<file path="src/inc/tsr_regs.svh">
// Register map, reset values and timing constants of the thermal/test register block
`ifndef TSR_REGS_SVH
`define TSR_REGS_SVH

// Register addresses (7-bit register space)
`define TSR_ADDR_TEMP_CTRL   7'h4e
`define TSR_ADDR_TEMP_RESULT 7'h4f
`define TSR_ADDR_RX_SENS     7'h58
`define TSR_ADDR_PA_A        7'h5a
`define TSR_ADDR_PA_B        7'h5c
`define TSR_ADDR_FADING      7'h6f
`define TSR_ADDR_OFFSET      7'h71

// Field positions in the temperature control register
`define TSR_TEMP_START_BIT   3
`define TSR_TEMP_RUN_BIT     2
`define TSR_TEMP_CTRL_FIXED  8'h01

// Reset values
`define TSR_RST_RX_SENS      8'h1b
`define TSR_RST_PA_A         8'h55
`define TSR_RST_PA_B         8'h70
`define TSR_RST_FADING       8'h30
`define TSR_RST_OFFSET       8'h00
`define TSR_RST_TEMP         8'h00
`define TSR_RD_UNMAPPED      8'h00

// Frequency offset step per offset LSB, in Hz
`define TSR_HZ_PER_LSB       17'h001e8

// Timing: clock rate and times in their own units
`define TSR_CLK_HZ           10000000
`define TSR_READY_WAIT_US    5000
`define TSR_MEAS_TIME_US     100
`define TSR_US_PER_S         1000000

`endif

</file>
<file path="src/inc/tsr_pkg.sv">
// Types shared by the thermal/test register block
`default_nettype none

package tsr_pkg;

	typedef enum logic [1:0] {
		TSR_BOOT,
		TSR_IDLE,
		TSR_MEAS
	} tsr_phase_t;

	typedef struct packed {
		logic       s1;
		logic       s2;
		logic       s3;
		logic       q;
	} tsr_sync_state_t;

	typedef struct packed {
		logic       sck_prev;
		logic [2:0] bitcnt;
		logic       is_cmd;
		logic       wnr;
		logic [6:0] addr;
		logic [7:0] shin;
		logic [7:0] shout;
		logic       miso;
		logic       miso_oe;
		logic       wr_stb;
		logic [6:0] wr_addr;
		logic [7:0] wr_data;
	} tsr_spi_state_t;

	typedef struct packed {
		tsr_phase_t  phase;
		logic [15:0] ready_cnt;
		logic [15:0] meas_cnt;
		logic        reference_clock_output;
		logic        ready;
		logic [7:0]  temp_result;
		logic [7:0]  rx_sens;
		logic [7:0]  pa_a;
		logic [7:0]  pa_b;
		logic [7:0]  fading;
		logic [7:0]  offset;
		logic [16:0] offset_hz;
		logic        busy;
	} tsr_top_state_t;

endpackage

`default_nettype wire

</file>
<file path="src/tsr_sync3.sv">
// Three-stage input synchroniser that accepts a change once stages two and three agree
`timescale 1ns/100ps
`default_nettype none

module tsr_sync3
	import tsr_pkg::*;
#(
	parameter logic RESET_LEVEL = 1'b0
) (
	input  wire logic ref_clk_in,
	input  wire logic resetn_in,
	input  wire logic async_in,
	output logic      sync_out
);

	tsr_sync_state_t s_ff;
	tsr_sync_state_t nxt_s;

	////////////////////////////////////////////////////////////////////////////////
	// Stage one feeds only stage two; the filter looks at stages two and three
	always_comb begin
		nxt_s    = s_ff;
		nxt_s.s1 = async_in;
		nxt_s.s2 = s_ff.s1;
		nxt_s.s3 = s_ff.s2;
		if (s_ff.s2 == s_ff.s3) begin
			nxt_s.q = s_ff.s3;
		end
	end

	always_ff @(posedge ref_clk_in or negedge resetn_in) begin
		if (!resetn_in) begin
			s_ff <= {4{RESET_LEVEL}};
		end else begin
			s_ff <= nxt_s;
		end
	end

	assign sync_out = s_ff.q;

endmodule // tsr_sync3

`default_nettype wire

</file>
<file path="src/tsr_spi_slave.sv">
// SPI register-port slave: mode 0, MSB first, address byte then data bytes with auto-increment
`timescale 1ns/100ps
`default_nettype none

module tsr_spi_slave
	import tsr_pkg::*;
(
	input  wire logic       ref_clk_in,
	input  wire logic       resetn_in,
	input  wire logic       enable_in,
	input  wire logic       sck_in,
	input  wire logic       nss_n_in,
	input  wire logic       mosi_in,
	input  wire logic [7:0] rd_data_in,
	output logic      [6:0] rd_addr_out,
	output logic            wr_stb_out,
	output logic      [6:0] wr_addr_out,
	output logic      [7:0] wr_data_out,
	output logic            miso_out,
	output logic            miso_oe_out
);

	tsr_spi_state_t s_ff;
	tsr_spi_state_t nxt_s;
	logic           sck_rise;
	logic           sck_fall;
	logic [7:0]     shifted;

	assign sck_rise = sck_in & ~s_ff.sck_prev;
	assign sck_fall = ~sck_in & s_ff.sck_prev;
	assign shifted  = {s_ff.shin[6:0], mosi_in};

	////////////////////////////////////////////////////////////////////////////////
	// Frame engine; deselect or not-ready drops any partial byte
	always_comb begin
		nxt_s          = s_ff;
		nxt_s.sck_prev = sck_in;
		nxt_s.wr_stb   = 1'b0;
		if (nss_n_in || !enable_in) begin
			nxt_s.bitcnt  = 3'h0;
			nxt_s.is_cmd  = 1'b1;
			nxt_s.shout   = 8'h00;
			nxt_s.miso    = 1'b0;
			nxt_s.miso_oe = 1'b0;
		end else begin
			nxt_s.miso_oe = 1'b1;
			if (sck_rise) begin
				nxt_s.shin   = shifted;
				nxt_s.bitcnt = s_ff.bitcnt + 3'h1;
				if (s_ff.bitcnt == 3'h7) begin
					if (s_ff.is_cmd) begin
						nxt_s.wnr    = shifted[7];
						nxt_s.addr   = shifted[6:0];
						nxt_s.is_cmd = 1'b0;
					end else begin
						// Burst access walks up the address space
						nxt_s.wr_stb  = s_ff.wnr;
						nxt_s.wr_addr = s_ff.addr;
						nxt_s.wr_data = shifted;
						nxt_s.addr    = s_ff.addr + 7'h01;
					end
				end
			end else if (sck_fall) begin
				if (s_ff.bitcnt == 3'h0 && !s_ff.is_cmd && !s_ff.wnr) begin
					// Load read data ahead of the first rising edge of the byte
					nxt_s.miso  = rd_data_in[7];
					nxt_s.shout = {rd_data_in[6:0], 1'b0};
				end else begin
					nxt_s.miso  = s_ff.shout[7];
					nxt_s.shout = {s_ff.shout[6:0], 1'b0};
				end
			end
		end
	end

	always_ff @(posedge ref_clk_in or negedge resetn_in) begin
		if (!resetn_in) begin
			s_ff        <= '0;
			s_ff.is_cmd <= 1'b1;
		end else begin
			s_ff <= nxt_s;
		end
	end

	assign rd_addr_out = s_ff.addr;
	assign wr_stb_out  = s_ff.wr_stb;
	assign wr_addr_out = s_ff.wr_addr;
	assign wr_data_out = s_ff.wr_data;
	assign miso_out    = s_ff.miso;
	assign miso_oe_out = s_ff.miso_oe;

endmodule // tsr_spi_slave

`default_nettype wire

</file>
<file path="src/tsr_top.sv">
// Thermal measurement, test/tuning registers and reset sequencing behind the SPI port
//
// Behaviour
// Start bit three starts measurement, reads zero
// Running bit two high during measurement
// Host avoids receiver while measurement runs
// Eight-bit result, minus one degree per LSB
// Sensitivity register applied as host writes
// Host sets power tune A 0x5D/0x55
// Host sets power tune B 0x7C/0x70
// Fading gain register applied as host writes
// Offset equals register times 488 Hz
// Host waits 10 ms after power-on
// Host leaves reset pin floating at power-on
// Manual reset pulse, then 5 ms wait
// Clock output starts once ready
// Start while running is ignored
`timescale 1ns/100ps
`default_nettype none
`include "tsr_regs.svh"

////////////////////////////////////////////////////////////////////////////////
// Register map behind the port
//   0x4e  temperature control
//         bit 3 start, write only, reads 0
//         bit 2 running, read only
//         bits 1-0 read 01, bits 7-4 read 0
//   0x4f  temperature result, raw code
//   0x58  receive sensitivity tuning
//   0x5a  high-power tuning, first
//   0x5c  high-power tuning, second
//   0x6f  fading-margin gain control
//   0x71  narrow-index offset, 488 Hz each
// Other addresses read zero, drop writes.
// A burst may cross a hole harmlessly.
//
// Frame on the port
//   Select low, then a command byte:
//   bit 7 set for write, bits 6-0 address.
//   Data bytes follow, MSB first; the
//   address steps up by one per byte.
//   A byte cut by deselect is dropped.
//   Read bits change on link clock falls
//   and are taken just before the next fall.
//
// Phases
//   BOOT  wake-up count after any reset;
//         port deaf, clock output low.
//   IDLE  registers live; start goes on.
//   MEAS  fixed measurement time, then
//         the code is captured and the
//         phase returns to IDLE.
// Clock output toggles once BOOT ends,
// so a host may watch it, not a timer.
//
// Trade-offs and limits
//   Result kept raw; host calibrates.
//   Result latched once, never torn.
//   Sensor code must be steady on the
//   last measuring cycle.
//   Pin reset passes four flops, so a
//   pulse under a few clocks is missed.
//   Link half period must cover three
//   clocks or bits are lost; the link
//   clock is sampled, never a clock.
//   Tuning codes apply as written;
//   picking legal codes is the host's.
//   The offset output is zero from one
//   clock after narrow-index correction is off.
//
// Status
//   The running bit and the status pin
//   come from one flop, so they agree;
//   the host keeps off the receiver
//   while either is high.
//   A second start while running is
//   dropped, not queued.
//
// Resets
//   Either reset reloads every register
//   and restarts the wake-up count.

module tsr_top
	import tsr_pkg::*;
#(
	parameter int unsigned READY_CYCLES = `TSR_READY_WAIT_US * (`TSR_CLK_HZ / `TSR_US_PER_S)
) (
	input  wire logic        ref_clk_in,
	input  wire logic        resetn_in,
	input  wire logic        reset_pin_in,
	input  wire logic        spi_sck_in,
	input  wire logic        spi_nss_n_in,
	input  wire logic        spi_mosi_in,
	input  wire logic [7:0]  thermal_code_in,
	input  wire logic        narrow_index_correction_enable_in,
	output logic             spi_miso_out,
	output logic             spi_miso_oe_out,
	output logic             reference_clock_output_out,
	output logic             thermal_sample_in_progress_out,
	output logic [7:0]       rx_gain_select_out,
	output logic [7:0]       high_power_setting_a_out,
	output logic [7:0]       high_power_setting_b_out,
	output logic [7:0]       fading_margin_select_out,
	output logic [16:0]      narrow_index_offset_hz_out
);

	localparam int unsigned MEAS_CYCLES = `TSR_MEAS_TIME_US * (`TSR_CLK_HZ / `TSR_US_PER_S);
	localparam logic [15:0] READY_LAST  = 16'(READY_CYCLES - 1);
	localparam logic [15:0] MEAS_LAST   = 16'(MEAS_CYCLES - 1);

	// Whole block state, registered once per clock
	tsr_top_state_t s_ff;
	tsr_top_state_t nxt_s;
	// Pins after synchronisation
	logic           sck_sync;
	logic           nss_sync;
	logic           mosi_sync;
	logic           pin_reset_sync;
	// Register port side
	logic [6:0]     rd_addr;
	logic [7:0]     rd_data;
	logic           wr_stb;
	logic [6:0]     wr_addr;
	logic [7:0]     wr_data;
	logic           meas_running;

	////////////////////////////////////////////////////////////////////////////////
	// Pin synchronisers; the SPI clock is sampled, not used as a clock
	// Link clock idles low, so its filter resets low and shows no false edge
	tsr_sync3 #(.RESET_LEVEL(1'b0)) u_sync_sck (
		.ref_clk_in (ref_clk_in),
		.resetn_in  (resetn_in),
		.async_in   (spi_sck_in),
		.sync_out   (sck_sync)
	);

	// Select idles high; resetting high avoids a false frame start
	tsr_sync3 #(.RESET_LEVEL(1'b1)) u_sync_nss (
		.ref_clk_in (ref_clk_in),
		.resetn_in  (resetn_in),
		.async_in   (spi_nss_n_in),
		.sync_out   (nss_sync)
	);

	// Data takes the same path, so its lag equals that of the link clock
	tsr_sync3 #(.RESET_LEVEL(1'b0)) u_sync_mosi (
		.ref_clk_in (ref_clk_in),
		.resetn_in  (resetn_in),
		.async_in   (spi_mosi_in),
		.sync_out   (mosi_sync)
	);

	// Reset pin is active high; a floating pin is expected to read low
	tsr_sync3 #(.RESET_LEVEL(1'b0)) u_sync_rst (
		.ref_clk_in (ref_clk_in),
		.resetn_in  (resetn_in),
		.async_in   (reset_pin_in),
		.sync_out   (pin_reset_sync)
	);

	////////////////////////////////////////////////////////////////////////////////
	// Register port; transactions before readiness are dropped
	tsr_spi_slave u_spi (
		.ref_clk_in  (ref_clk_in),
		.resetn_in   (resetn_in),
		.enable_in   (s_ff.ready),
		.sck_in      (sck_sync),
		.nss_n_in    (nss_sync),
		.mosi_in     (mosi_sync),
		.rd_data_in  (rd_data),
		.rd_addr_out (rd_addr),
		.wr_stb_out  (wr_stb),
		.wr_addr_out (wr_addr),
		.wr_data_out (wr_data),
		.miso_out    (spi_miso_out),
		.miso_oe_out (spi_miso_oe_out)
	);

	// Running flag comes from its own flop, shared by status bit and pin
	assign meas_running = s_ff.busy;

	////////////////////////////////////////////////////////////////////////////////
	// Read mux; the start bit has no storage so it always reads zero
	always_comb begin
		if (rd_addr == `TSR_ADDR_TEMP_CTRL) begin
			rd_data = `TSR_TEMP_CTRL_FIXED;
			rd_data[`TSR_TEMP_RUN_BIT] = meas_running;
		end else if (rd_addr == `TSR_ADDR_TEMP_RESULT) begin
			rd_data = s_ff.temp_result;
		end else if (rd_addr == `TSR_ADDR_RX_SENS) begin
			rd_data = s_ff.rx_sens;
		end else if (rd_addr == `TSR_ADDR_PA_A) begin
			rd_data = s_ff.pa_a;
		end else if (rd_addr == `TSR_ADDR_PA_B) begin
			rd_data = s_ff.pa_b;
		end else if (rd_addr == `TSR_ADDR_FADING) begin
			rd_data = s_ff.fading;
		end else if (rd_addr == `TSR_ADDR_OFFSET) begin
			rd_data = s_ff.offset;
		end else begin
			rd_data = `TSR_RD_UNMAPPED;
		end
	end

	////////////////////////////////////////////////////////////////////////////////
	// Sequencing, measurement and register writes
	always_comb begin
		nxt_s = s_ff;
		case (s_ff.phase)
			TSR_BOOT: begin
				// Hold off until the wake-up time has elapsed
				nxt_s.ready_cnt = s_ff.ready_cnt + 16'h0001;
				if (s_ff.ready_cnt == READY_LAST) begin
					nxt_s.phase = TSR_IDLE;
					nxt_s.ready = 1'b1;
				end
			end
			TSR_IDLE: begin
				nxt_s.meas_cnt = 16'h0000;
			end
			TSR_MEAS: begin
				// Result latched once, at the end, so a read never sees a torn value
				nxt_s.meas_cnt = s_ff.meas_cnt + 16'h0001;
				if (s_ff.meas_cnt == MEAS_LAST) begin
					nxt_s.phase       = TSR_IDLE;
					nxt_s.temp_result = thermal_code_in;
				end
			end
			default: begin
				nxt_s.phase = TSR_BOOT;
			end
		endcase

		// Port writes; unmapped addresses fall through untouched
		// The port is deaf in BOOT, so a write never meets the wake-up count
		if (wr_stb) begin
			if (wr_addr == `TSR_ADDR_TEMP_CTRL) begin
				// A start while busy neither restarts nor extends the measurement
				if (wr_data[`TSR_TEMP_START_BIT] && s_ff.phase == TSR_IDLE) begin
					nxt_s.phase    = TSR_MEAS;
					nxt_s.meas_cnt = 16'h0000;
				end
			end else if (wr_addr == `TSR_ADDR_RX_SENS) begin
				nxt_s.rx_sens = wr_data;
			end else if (wr_addr == `TSR_ADDR_PA_A) begin
				nxt_s.pa_a = wr_data;
			end else if (wr_addr == `TSR_ADDR_PA_B) begin
				nxt_s.pa_b = wr_data;
			end else if (wr_addr == `TSR_ADDR_FADING) begin
				nxt_s.fading = wr_data;
			end else if (wr_addr == `TSR_ADDR_OFFSET) begin
				nxt_s.offset = wr_data;
			end
		end

		// Frequency offset only applies while narrow-index correction is on
		if (narrow_index_correction_enable_in) begin
			nxt_s.offset_hz = 17'(s_ff.offset) * `TSR_HZ_PER_LSB;
		end else begin
			nxt_s.offset_hz = 17'h00000;
		end

		// Clock output stays quiet until ready, so its onset marks readiness
		nxt_s.reference_clock_output = s_ff.ready ? ~s_ff.reference_clock_output : 1'b0;

		// Manual reset pin restarts the whole sequence and the registers
		if (pin_reset_sync) begin
			nxt_s             = '0;
			nxt_s.phase       = TSR_BOOT;
			nxt_s.temp_result = `TSR_RST_TEMP;
			nxt_s.rx_sens     = `TSR_RST_RX_SENS;
			nxt_s.pa_a        = `TSR_RST_PA_A;
			nxt_s.pa_b        = `TSR_RST_PA_B;
			nxt_s.fading      = `TSR_RST_FADING;
			nxt_s.offset      = `TSR_RST_OFFSET;
		end

		// Running flag follows the final phase, so the status pin is a flop
		nxt_s.busy = (nxt_s.phase == TSR_MEAS);
	end

	// State register; the asynchronous reset loads only constants
	always_ff @(posedge ref_clk_in or negedge resetn_in) begin
		if (!resetn_in) begin
			s_ff             <= '0;
			s_ff.phase       <= TSR_BOOT;
			s_ff.temp_result <= `TSR_RST_TEMP;
			s_ff.rx_sens     <= `TSR_RST_RX_SENS;
			s_ff.pa_a        <= `TSR_RST_PA_A;
			s_ff.pa_b        <= `TSR_RST_PA_B;
			s_ff.fading      <= `TSR_RST_FADING;
			s_ff.offset      <= `TSR_RST_OFFSET;
		end else begin
			s_ff <= nxt_s;
		end
	end

	// Outputs straight from the state register
	assign reference_clock_output_out     = s_ff.reference_clock_output;
	assign thermal_sample_in_progress_out = s_ff.busy;
	assign rx_gain_select_out             = s_ff.rx_sens;
	assign high_power_setting_a_out       = s_ff.pa_a;
	assign high_power_setting_b_out       = s_ff.pa_b;
	assign fading_margin_select_out       = s_ff.fading;
	assign narrow_index_offset_hz_out     = s_ff.offset_hz;

endmodule // tsr_top

`default_nettype wire

</file>
<file path="config.mk">
export PLATFORM = sky130hd
export DESIGN_NAME = tsr_top
export DESIGN_NICKNAME = d
export VERILOG_FILES = /design/src/inc/tsr_pkg.sv /design/src/tsr_sync3.sv /design/src/tsr_spi_slave.sv /design/src/tsr_top.sv
export VERILOG_INCLUDE_DIRS = /design/src /design/src/inc
export SDC_FILE = /design/constraint.sdc
export NUM_CORES = 1
export LEC_CHECK = 0
export BUFFER_PORTS_ARGS = -buffer_cell sky130_fd_sc_hd__buf_2
export CORE_MARGIN = 1
export CORE_UTILIZATION = 61
export DETAILED_ROUTE_END_ITERATION = 10
export PLACE_DENSITY = 0.81
export SLEW_MARGIN = 20
export SYNTH_ARGS = -nofsm -noshare
export SYNTH_HDL_FRONTEND = slang
export SYNTH_SLANG_ARGS = --single-unit
export TNS_END_PERCENT = 1
</file>
<file path="constraint.sdc">
create_clock -name ref_clk_in -period 9.9 [get_ports ref_clk_in]
set_input_delay 0 -clock ref_clk_in [delete_from_list [all_inputs] [get_ports ref_clk_in]]
set_output_delay 0 -clock ref_clk_in [all_outputs]
set_load 0.02 [all_outputs]
</file>
[Word level (Yosys, flattened, before mapping)]
Index checks and enable logic that the tools add are counted.
Widths: inputs -> output; s select.
Word-level totals
  flip-flop bits (word level): 165
  bits in latches: 0
  RAM bits: 0
  ROM bits: 0
  input bits: 15
  output and inout port bits: 53
  logic and storage cells: 166
  memories kept: 0
Cells by class
  $add $sub $neg: 4
  multipliers: 1
  divide/modulo/power cells: 0
  order comparisons: 0
  eq/ne operators: 29
  shifts and indexed selects: 0
  mux-type cells: 49
  bitwise gates (word level): 7
  reduce and logical (&&, ||, !) cells: 35
Operators by type and width (number)
  $mux 16: 9
  $mux 8: 15
  $mux 102: 1
  $eq 7x7->1 const B: 13
  $mux 40: 2
  $mux 9: 4
  $add 16x1->16 const B: 2
  $mux 32: 1
  $pmux 16 s2: 1
  $reduce_bool 2->1: 13
  $mux 24: 1
  $mux 20: 1
  $mux 17: 1
  $eq 16x10->1 const B: 1
  $eq 16x16->1 const B: 1
  $mul 8x6->14 const B: 1
  $reduce_and 4->1: 3
  $mux 10: 1
  $mux 2: 5
  $ne 2x1->1 const B: 5
  $reduce_and 2->1: 5
  $add 7x1->7 const B: 1
  $mux 7: 1
  $reduce_and 7->1: 1
  19 further kinds: 36

[Depth between registers and ports, before layout]
Gate-level depths: netlist of the first run.
  depth after elaboration: 12
  gate-level depth with buffers: 13

[Cells and area by module]
A second synthesis of the first run with hierarchy kept.
Second synthesis, totals
  cell total of the unflattened synthesis: 850
  area total of the unflattened synthesis: 9007.4 µm²
Modules (own cells, without submodules)
  tsr_top: times used 1, cells each 645, area an instance 6369.9 µm²
  tsr_spi_slave: times used 1, cells each 185, area an instance 2187.1 µm²
  tsr_sync3 at u_sync_mosi ...: times used 3, cells each 5, area an instance 111.4 µm²
  tsr_sync3 at u_sync_nss: times used 1, cells each 5, area an instance 116.4 µm²

[Least setup slack after synthesis of the first run]
No wires, ideal clock.
  kind: reg-to-reg
  start point: reg s_ff[19] (netlist name)
  end point: reg s_ff (netlist bit narrow_index_offset_hz_out[16])
  setup time: 0.130 ns
  data arrival time: 3.695 ns
  data required time: 9.770 ns
  path slack: 6.075 ns
  stages on the path, launching flop included: 14
  buffers on the path: 0
  period minus slack after synthesis: 3.825 ns
  cell sequence: dfrtp_1 inv_1 fa_1 inv_1 fa_1 inv_1 fa_1 inv_1 ha_1 and3_1 a2111oi_0 a211oi_1 xnor2_1 nor2_1
RTL lines
  start: declaration: line tsr_top.sv:112  | tsr_top_state_t s_ff;
  start signal: assignment: line tsr_top.sv:294  | s_ff <= nxt_s;

==> results of run 1 <==
worst min-delay path, stage by stage:
cell      delay [ns]
buf_2           0.08
nand2b_1        0.21
nor2_1          0.16
registers in the layout, indices dropped and copies added (netlist names), 2 cells and up:
| register | cells |
|---|---|
| fading_margin_select_out | 8 |
| high_power_setting_a_out | 8 |
| high_power_setting_b_out | 8 |
| narrow_index_offset_hz_out | 14 |
| rx_gain_select_out | 8 |
| s_ff | 51 |
| u_spi.rd_addr_out | 7 |
| u_spi.s_ff | 20 |
| u_spi.wr_addr_out | 7 |
| u_spi.wr_data_out | 8 |
| u_sync_mosi.nxt_s | 2 |
| u_sync_nss.nxt_s | 2 |
| u_sync_rst.nxt_s | 2 |
| u_sync_sck.nxt_s | 2 |
power by group through the flow:
stage	sequential (W)	clock, W	combinational [W]
2_1_floorplan	0.000677	0	0.0000215
3_3_place_gp	0.000679	0	0.0000395
3_5_place_dp	0.000679	0	0.0000410
4_1_cts	0.000667	0.000637	0.0000451
5_1_grt	0.000668	0.000663	0.0000503
6_report	0.000667	0.000629	0.0000447
final cells by class:
class                   count  area, um2
fillers                  1005       4422
flip-flops and latches    160       4028
multi-input cells         507       3876
repair buffers             82      498.0
clock buffers              17      425.4
well taps                 180      225.2
inverters                  58      217.7
clock inverters            15      135.1
cell usage in the layout (no fill, tap or decap), types with 5 or more instances in the layout:
cell type / count
nand4_1: 11
dlygate4sd3_1: 13
ha_1: 41
a211o_1: 15
mux2_2: 23
o21ai_0: 14
clkbuf_16: 17
nor3_1: 14
dfrtp_1: 141
xnor2_1: 15
fa_1: 18
nand2_1: 31
and3_1: 12
a222oi_1: 6
a22oi_1: 9
a31oi_1: 7
nand3_1: 15
buf_2: 63
nor2_1: 105
clkinvlp_4: 5
nor2b_1: 14
and2_1: 7
a21oi_1: 13
inv_1: 58
dfstp_2: 18
xor2_1: 23
mux2i_1: 40
inv_6: 5
through the flow:
step           hold slack, ns  instance area [um2]  std cells  setup WS [ns]  utilization (%)
2_1_floorplan         -0.2956                 8605        801          6.075                -
3_3_place_gp          0.04936                 8711        974          5.857            63.00
3_5_place_dp          0.06696                 8711        974          5.719            63.00
4_1_cts               0.05146                 9402       1019          5.678            67.99
5_1_grt               0.08510                 9405       1019          5.483            68.02
6_report              0.06622                 9405       1019          5.656            68.02
routing by layer:
layer | vias up | global-route usage, % | part of all wire, %
li1 | 2753 | - | -
met5 | - | 0 | 0
met3 | 46 | 6.274 | 5.0
met2 | 185 | 44.22 | 49
met1 | 3033 | 33.82 | 42
met4 | 0 | 13.58 | 3.4
final timing paths:
kind	from	endpoint	slack, ns	cells past startpoint
max	s_ff[19]$_DFFE_PN0P_	narrow_index_offset_hz_out[16]$_DFF_PN0_	5.66	13
min	narrow_index_correction_enable_in	narrow_index_offset_hz_out[13]$_DFF_PN0_	0.07	3
max reg2reg	s_ff[19]$_DFFE_PN0P_	narrow_index_offset_hz_out[16]$_DFF_PN0_	5.66	13
min reg2reg	u_sync_sck.nxt_s[2]$_DFF_PN0_	u_sync_sck.nxt_s[1]$_DFF_PN0_	0.35	0
max in group asynchronous	resetn_in	u_sync_sck.sync_out$_DFFE_PN0N_	8.54	3
min in group asynchronous	resetn_in	narrow_index_offset_hz_out[14]$_DFF_PN0_	0.15	2
cell families after synthesis:
group / count (synthesis) / share of synthesized area [%]
AO/OA/AOI/OAI: 89 / 7.757
XOR/XNOR: 38 / 3.871
adder cells (fa/ha/maj): 63 / 10.62
buffers and inverters: 134 / 8.165
flip-flops: 160 / 46.83
multiplexers: 63 / 7.670
other: 1 / 0.04362
AND/OR/NAND/NOR: 251 / 15.03
what timing repair did:
item	in CTS	in global routing
setup buffers	0	0
setup endpoints to repair	0	0
hold endpoints to repair	81	0
resized for setup	0	0
hold buffers	13	0
==> out/metrics.csv, run 1 <==
stage,metric,value,unit
critical_path,cp_max_fo,6,
logic_synthesis,yosysWarnings,0,
critical_path,path_cells,"inv_1, fa_1, inv_1, fa_1, inv_1, fa_1, inv_1, ha_1, and3_1, a2111oi_0, a211oi_1, xnor2_1, nor2_1",
logic_synthesis,synth.distinct_cells,65,
sta,setup_violations,0,
routing,vias,6017,
routing,firstDrtPassIters,5,
routing,dr.first_iter.drc_count,669,
power,powerDensity,142.6,nW/um2
cts,clock_latency,0.43,ns
layout,drive_gt1_share,18.47,%
power,power,0.001341,W
sta,fin_skew,0.007542,ns
power,switching_share,23.82,%
logic_synthesis,avgSynthCellArea,10.76,um2
job,cap_violations,0,
logic_synthesis,syn_inst,799,
floorplan,fp.dieH,120.7,um
logic_synthesis,synth-seq-area-share,46.83,%
routing,vias_per_cell,5.905,
grt,grt_usage,27.09,%
power,combPwrFrac,3.3,%
floorplan,pin_count,68,
critical_path,crit_buf_inv,4,
critical_path,endpoint_kind,register,
logic_synthesis,synth_most_common_cell,dfrtp_1,
layout,nets,900,
floorplan,core,13830,um2
cts,h-tree-depth,4,
critical_path,path_common_cell,inv_1,
routing,wl_per_cell,18.44,um
sta,hold_violations,0,
sta,rsz0062_at_grt,false,
logic_synthesis,synth_top_cell_area_share,41.33,%
cts,cts.sinks,160,
cts,cts-root-buf,clkbuf_16,
critical_path,cp_data_arrival_time,4.55,ns
power,intPower,0.001022,W
grt,grt_remaining_overflow,0,
grt,grt_pass1_wl,30.02,mm
logic_synthesis,synth.largest_area_cell,dfrtp_1,
critical_path,crit_path_start_kind,register,
placement,hpwlAfterDp,12.79,mm
floorplan,die_area,14570,um2
cts,clockBufferDepth,2,
placement,portBuffers,64,
routing,drtAntennaViolNets,0,
power,ir_drop,0.1282,mV
cts,cts_made_buffers,17,
logic_synthesis,netlist_top_cells_count,"dfrtp_1, nor2_1, inv_1, buf_4, ha_1",
critical_path,slowest_delay,0.69,ns
sta,maxSlewViolCount,0,
critical_path,cp_top_family,adder cells,
floorplan,die_w,120.7,um
grt,antenna_found_initial,0,
logic_synthesis,ys_async_sr_fraction,100.0,%
logic_synthesis,synth_area_leaders,"dfrtp_1, ha_1, dfstp_2",
logic_synthesis,yosys_register_bits,160,
grt,grt_max_degree,87,
placement,place.gp.congestion,0.9360,
logic_synthesis,synth_edf_count,0,
floorplan,start_util,62.18,%
power,p_leak,4.467,nW
logic_synthesis,syn_area,8597,um2
sta,finalCritPeriodShare,42.87,%
critical_path,criticalPathCategory,reg2reg,
sta,worst_pin_slew,1.115,ns
status,status,completed,
sta,period_minus_slack,4.244,ns
power,p_clk_share,46.9,%
sta,max_freq,235.6,MHz
layout,syn2layout_area_growth,9.402,%
grt,grt_pass1_vias,6020,
sta,fin_setup_tns,0,ns
hold_path,min_path_type,in2reg,
logic_synthesis,synthFlopType,dfrtp_1,
routing,wl,18.79,mm
critical_path,cp_slowest_cell,a2111oi_0,
critical_path,critPathRequiredTime,10.20,ns
routing,drc,0,
layout,n_antenna_cell,0,
floorplan,rows,43,
power,seq_power_share,49.8,%
power,p_switching,0.0003195,W
cts,cts_tree,yes,
sta,slew_headroom,25.28,%
cts,clk_pin_slew,0.06,ns
No activity file was read; power rests on OpenSTA's default activity.
==> inputs of run 2 (changes only) <==
--- a/config.mk
+++ b/config.mk
@@ -8,9 +8,9 @@
 export LEC_CHECK = 0
 export BUFFER_PORTS_ARGS = -buffer_cell sky130_fd_sc_hd__buf_2
 export CORE_MARGIN = 1
-export CORE_UTILIZATION = 61
+export CORE_UTILIZATION = 55
 export DETAILED_ROUTE_END_ITERATION = 10
-export PLACE_DENSITY = 0.81
+export PLACE_DENSITY = 0.77
 export SLEW_MARGIN = 20
 export SYNTH_ARGS = -nofsm -noshare
 export SYNTH_HDL_FRONTEND = slang
==> constraint.sdc (replaced) <==
create_clock -name ref_clk_in -period 3.5 [get_ports ref_clk_in]
set_input_delay 0 -clock ref_clk_in [delete_from_list [all_inputs] [get_ports ref_clk_in]]
set_output_delay 0 -clock ref_clk_in [all_outputs]
set_load 0.02 [all_outputs]
==> out/metrics.csv, run 2 (synthesis gave the netlist of run 1 again) <==
stage,metric,value,unit
routing,vias_per_cell,5.767,
placement,hpwlAfterDp,12.25,mm
critical_path,cp_slowest_cell,fa_1,
cts,clk_pin_slew,0.07,ns
power,p_clk_share,48.2,%
sta,fin_setup_tns,-0.06004,ns
grt,grt_max_degree,107,
power,power,0.003891,W
cts,cts_tree,yes,
cts,cts-root-buf,clkbuf_16,
critical_path,crit_buf_inv,5,
grt,antenna_found_initial,0,
cts,h-tree-depth,4,
sta,worst_pin_slew,1.093,ns
critical_path,critPathRequiredTime,3.79,ns
hold_path,hold_path_depth,4,
power,powerDensity,389.5,nW/um2
power,switching_share,23.10,%
routing,wl_per_cell,17.84,um
routing,drtAntennaViolNets,0,
placement,place_ws,-0.1280,ns
critical_path,cp_data_arrival_time,3.85,ns
layout,final_cell_area,9991,um2
status,status,finished with violations,
cts,clockBufferDepth,2,
critical_path,slowest_delay,0.53,ns
layout,nets,950,
routing,firstDrtPassIters,6,
sta,period_minus_slack,3.555,ns
power,combPwrFrac,3.1,%
cts,cts_made_buffers,17,
sta,setup_violations,2,
grt,grt_remaining_overflow,0,
layout,regMostFlops,s_ff,
critical_path,path_depth,13,
placement,place_area,8941,um2
layout,drive_gt1_share,25.98,%
sta,maxSlewViolCount,0,
power,p_leak,4.724,nW
power,p_switching,0.0008988,W
job,cap_violations,0,
status,violations,negative setup slack,
power,seq_power_share,48.7,%
sta,max_freq,281.3,MHz
grt,grt_pass1_vias,5969,
layout,largest_register_ffs,51,
sta,hold_violations,0,
floorplan,rows,45,
floorplan,core,15200,um2
layout,n_antenna_cell,0,
routing,dr.first_iter.drc_count,584,
critical_path,rr_worst_depth,13,
sta,slew_headroom,26.74,%
grt,grt_usage,24.94,%
placement,place.gp.congestion,0.8469,
layout,syn2layout_area_growth,16.21,%
floorplan,start_util,56.55,%
power,ir_drop,0.3631,mV
floorplan,fp.dieH,127.0,um
routing,wl,19.21,mm
placement,portBuffers,64,
grt,grt_pass1_wl,30.99,mm
cts,clock_latency,0.43,ns
floorplan,die_w,127.0,um
cts,cts.sinks,160,
critical_path,cp_max_fo,4,
power,intPower,0.002992,W
sta,layout_setup_ws,-0.05460,ns
critical_path,cp_top_family,adder cells,
sta,fin_skew,0.008932,ns
critical_path,path_cells,"inv_2, fa_1, inv_1, fa_1, inv_2, fa_1, inv_2, ha_4, and3_4, a2111oi_4, buf_4, xor2_1, nor2_1",
routing,drc,0,
critical_path,criticalPathCategory,reg2reg,
floorplan,die_area,16140,um2
layout,layout.cells.most_common_list,"dfrtp_1, nor2_1, buf_2, inv_1, buf_4",
hold_path,min_path_type,in2reg,
sta,finalCritPeriodShare,101.6,%
critical_path,crit_path_start_kind,register,
layout,final_common_cell,dfrtp_1,
routing,vias,6211,
floorplan,pin_count,68,
critical_path,endpoint_kind,register,
sta,fin_hold_ws,0.09157,ns
sta,rsz0062_at_grt,true,
[run 2: final cells by class]
type	instances	area (um2)
Clock buffer	19	442.9
Clock inverter	13	155.1
Fill cell	1106	5211
Inverter	58	217.7
Multi-Input combinational cell	507	4008
Sequential cell	160	4031
Tap cell	188	235.2
Timing Repair Buffer	132	900.9
[run 2: worst min-delay path, stage by stage]
cell,delay [ns]
buf_2,0.10
nor2b_1,0.20
o211ai_1,0.11
nand2_1,0.06
[run 2: power by group through the flow]
stage                     Sequential (W)  Clock (W)  Combinational, W
after global routing             0.00189    0.00198          0.000138
final                            0.00189    0.00188          0.000121
after detailed placement         0.00193          0          0.000113
after floorplan                  0.00192          0         0.0000609
after global placement           0.00193          0          0.000110
after CTS                        0.00189    0.00190          0.000124
[run 2: path summary, 6_finish.rpt]
| path | start | endpoint | slack [ns] |
|---|---|---|---|
| setup / recovery | s_ff[20]$_DFFE_PN0P_ | narrow_index_offset_hz_out[12]$_DFF_PN0_ | -0.05 |
| hold / removal | narrow_index_correction_enable_in | narrow_index_offset_hz_out[15]$_DFF_PN0_ | 0.09 |
| setup reg to reg | s_ff[20]$_DFFE_PN0P_ | narrow_index_offset_hz_out[12]$_DFF_PN0_ | -0.05 |
| hold reg to reg | u_sync_mosi.nxt_s[2]$_DFF_PN0_ | u_sync_mosi.nxt_s[1]$_DFF_PN0_ | 0.35 |
| max in group asynchronous | resetn_in | u_sync_nss.s_ff[1]$_DFF_PN1_ | 2.32 |
| min in group asynchronous | resetn_in | narrow_index_offset_hz_out[14]$_DFF_PN0_ | 0.26 |
[run 2: timing repair]
| item | in CTS | in global routing |
|---|---|---|
| pin swaps | 3 | 18 |
| hold endpoints to repair | 105 | 0 |
| buffers inserted | 24 | 5 |
| resized for setup | 8 | 18 |
| setup endpoints to repair | 4 | 6 |
| hold buffers | 13 | 0 |
[run 2: routing by layer]
layer	part of all wire (%)	routed length [um]	vias to the layer above	GRT usage [%]
met5	0	0	-	0
met4	2.6	499	0	8.683
met3	5.1	972	39	5.528
met2	49	9342	221	40.89
met1	44	8395	3096	32.86
li1	-	-	2855	-
[run 2: per-stage QoR]
step                cells  utilization (%)
floorplan             801                -
finish               1077            65.72
detailed placement   1003            58.81
CTS                  1072            65.03
global route         1077            65.72
global placement     1003            58.81
==> inputs of run 3 (changes only) <==
--- a/config.mk
+++ b/config.mk
@@ -7,6 +7,7 @@
 export NUM_CORES = 1
 export LEC_CHECK = 0
 export BUFFER_PORTS_ARGS = -buffer_cell sky130_fd_sc_hd__buf_2
+export CORE_ASPECT_RATIO = 1.4
 export CORE_MARGIN = 1
 export CORE_UTILIZATION = 55
 export DETAILED_ROUTE_END_ITERATION = 10
==> out/metrics.csv, run 3 (synthesis gave the netlist of run 1 again) <==
stage,metric,value,unit
status,status,finished with violations,
status,violations,negative setup slack,
routing,drtAntennaViolNets,0,
cts,clock_latency,0.43,ns
critical_path,path_cells,"inv_2, fa_1, inv_2, fa_1, inv_1, fa_1, inv_2, ha_4, and3_4, a2111oi_4, buf_4, xor2_1, nor2_1",
power,switching_share,24.24,%
sta,maxSlewViolCount,0,
grt,grt_pass1_vias,6065,
placement,place_area,8924,um2
hold_path,min_path_type,in2reg,
layout,multiInputGateArea,3964,um2
grt,top_usage_layer,met2,
grt,use_met3,3.920,%
grt,grt_pass1_wl,30.70,mm
placement,place_ws,-0.1806,ns
grt,grt_remaining_overflow,0,
cts,cts-root-buf,clkbuf_16,
job,cap_violations,0,
sta,rsz0062_at_grt,true,
hold_path,hold_path_end,narrow_index_offset_hz_out[15]$_DFF_PN0_,
routing,drc,0,
critical_path,cp_data_arrival_time,3.80,ns
cts,cts_tree,yes,
grt,grt_usage,25.07,%
layout,layout.cells.most_common_list,"dfrtp_1, nor2_1, buf_2, inv_1, mux2i_1",
cts,cts_made_buffers,17,
critical_path,rr_worst_depth,13,
floorplan,fp.dieH,149.9,um
sta,slew_headroom,33.27,%
layout,largest_register_ffs,51,
floorplan,die_area,16140,um2
cts,h-tree-depth,4,
power,power,0.003836,W
grt,use_met1,30.32,%
critical_path,rr_startpoint,s_ff[20]$_DFFE_PN0P_,
placement,hpwlAfterDp,12.93,mm
power,p_leak,4.577,nW
layout,layout.area.seq,4030,um2
power,intPower,0.002906,W
routing,vias_per_cell,5.641,
placement,portBuffers,64,
layout,syn2layout_area_growth,12.72,%
critical_path,crit_path_start_kind,register,
grt,antenna_found_initial,0,
routing,firstDrtPassIters,7,
power,ir_drop,0.2846,mV
critical_path,slowest_delay,0.59,ns
critical_path,ff2ff_setup_slack,-0.002,ns
layout,n_fill_cell,1183,
layout,nets,921,
layout,regMostFlops,s_ff,
grt,grt_max_degree,85,
critical_path,crit_start,s_ff[20]$_DFFE_PN0P_,
critical_path,critPathRequiredTime,3.80,ns
sta,layout_setup_ws,-0.001852,ns
floorplan,start_util,56.86,%
sta,worst_pin_slew,0.9955,ns
layout,stdcell_count,1052,
sta,fin_skew,0.01173,ns
critical_path,r2r-end,narrow_index_offset_hz_out[12]$_DFF_PN0_,
hold_path,hold_start,narrow_index_correction_enable_in,
critical_path,criticalPathCategory,reg2reg,
layout,drive_gt1_share,23.02,%
layout,n_antenna_cell,0,
floorplan,rows,53,
placement,place.gp.congestion,0.8868,
placement,placedCellCount,1004,
cts,cts.sinks,160,
routing,vias,5934,
cts,clockBufferDepth,2,
power,powerDensity,395.8,nW/um2
critical_path,endpoint_kind,register,
sta,setup_violations,1,
sta,max_freq,285.6,MHz
critical_path,cp_slowest_cell,fa_1,
hold_path,hold_path_depth,4,
layout,final_common_cell,dfrtp_1,
grt,grt_use_met2,43.37,%
power,seq_power_share,49.4,%
floorplan,core,15120,um2
power,p_clk_share,47.5,%
cts,clk_pin_slew,0.07,ns
routing,wl_per_cell,17.55,um
sta,period_minus_slack,3.502,ns
routing,dr.first_iter.drc_count,424,
routing,wl,18.46,mm
power,combPwrFrac,3.1,%
floorplan,die_w,107.7,um
power,p_switching,0.0009298,W
sta,finalCritPeriodShare,100.1,%
sta,hold_violations,0,
layout,final_cell_area,9691,um2
floorplan,pin_count,68,
critical_path,cp_max_fo,3,
-- run 3: cell count changes in the layout (fill, tap and decap cells not counted), moves of 2 or more --
cell	change
buf_4	-24
buf_6	-5
a2111oi_2	+2
a2111oi_4	-2
inv_6	+2
-- run 3: worst max-delay path by stage --
stage | endpoint | slack [ns] | cells past startpoint
5_1_grt | narrow_index_offset_hz_out[12]$_DFF_PN0_ | -0.14 | 13
3_3_place_gp | narrow_index_offset_hz_out[16]$_DFF_PN0_ | -0.04 | 13
6_report | narrow_index_offset_hz_out[12]$_DFF_PN0_ | -0.002 | 13
3_5_place_dp | narrow_index_offset_hz_out[15]$_DFF_PN0_ | -0.18 | 11
2_1_floorplan | narrow_index_offset_hz_out[16]$_DFF_PN0_ | 0.00006 | 13
4_1_cts | narrow_index_offset_hz_out[14]$_DFF_PN0_ | 0.01 | 12
-- run 3: critical path, delay by kind of cell (launching register included) --
kind	cells	cell delay, ns
flops	1	0.42
xor+xnor	1	0.13
compound gates	1	0.39
simple gates	2	0.25
fa+ha+maj	4	1.77
buf+inv	5	0.41
-- run 3: power by group through the flow --
stage / combinational (W) / clock, W / sequential [W]
after floorplan: 0.0000609 / 0 / 0.00192
after global placement: 0.000107 / 0 / 0.00193
after detailed placement: 0.000109 / 0 / 0.00193
after CTS: 0.000121 / 0.00185 / 0.00190
after global routing: 0.000136 / 0.00193 / 0.00190
final: 0.000118 / 0.00182 / 0.00190
-- run 3: area by class of cell --
type | instances | share of cell area, %
Inverter | 58 | 2.247
Tap cell | 192 | 2.479
Timing Repair Buffer | 103 | 6.856
Multi-Input combinational cell | 507 | 40.90
Sequential cell | 160 | 41.59
Clock buffer | 17 | 4.390
Clock inverter | 15 | 1.536
-- run 3: metrics by stage --
stage | setup TNS [ns] | hold slack [ns] | utilization, %
2_1_floorplan | 0 | -0.2956 | -
3_3_place_gp | -0.07363 | 0.1030 | 59.02
3_5_place_dp | -0.3317 | 0.1063 | 59.02
4_1_cts | 0 | 0.05444 | 64.04
5_1_grt | -0.3797 | 0.08647 | 64.09
6_report | -0.001852 | 0.05920 | 64.09
-- run 3: layer usage --
metal / vias up / wire length (um) / share of wire, %
met4: 0 / 658 / 3.6
met5: - / 0 / 0
met1: 2968 / 7477 / 40
li1: 2786 / - / -
met2: 134 / 9742 / 53
met3: 46 / 583 / 3.2
-- run 3: timing repair --
action / 4_1_cts / 5_1_grt
hold buffers: 13 / 0
gates cloned: 0 / 0
gates resized for setup: 10 / 4
hold endpoints to repair: 82 / 0
setup endpoints to repair: 4 / 4
buffers inserted: 2 / 1
pin swaps: 8 / 10
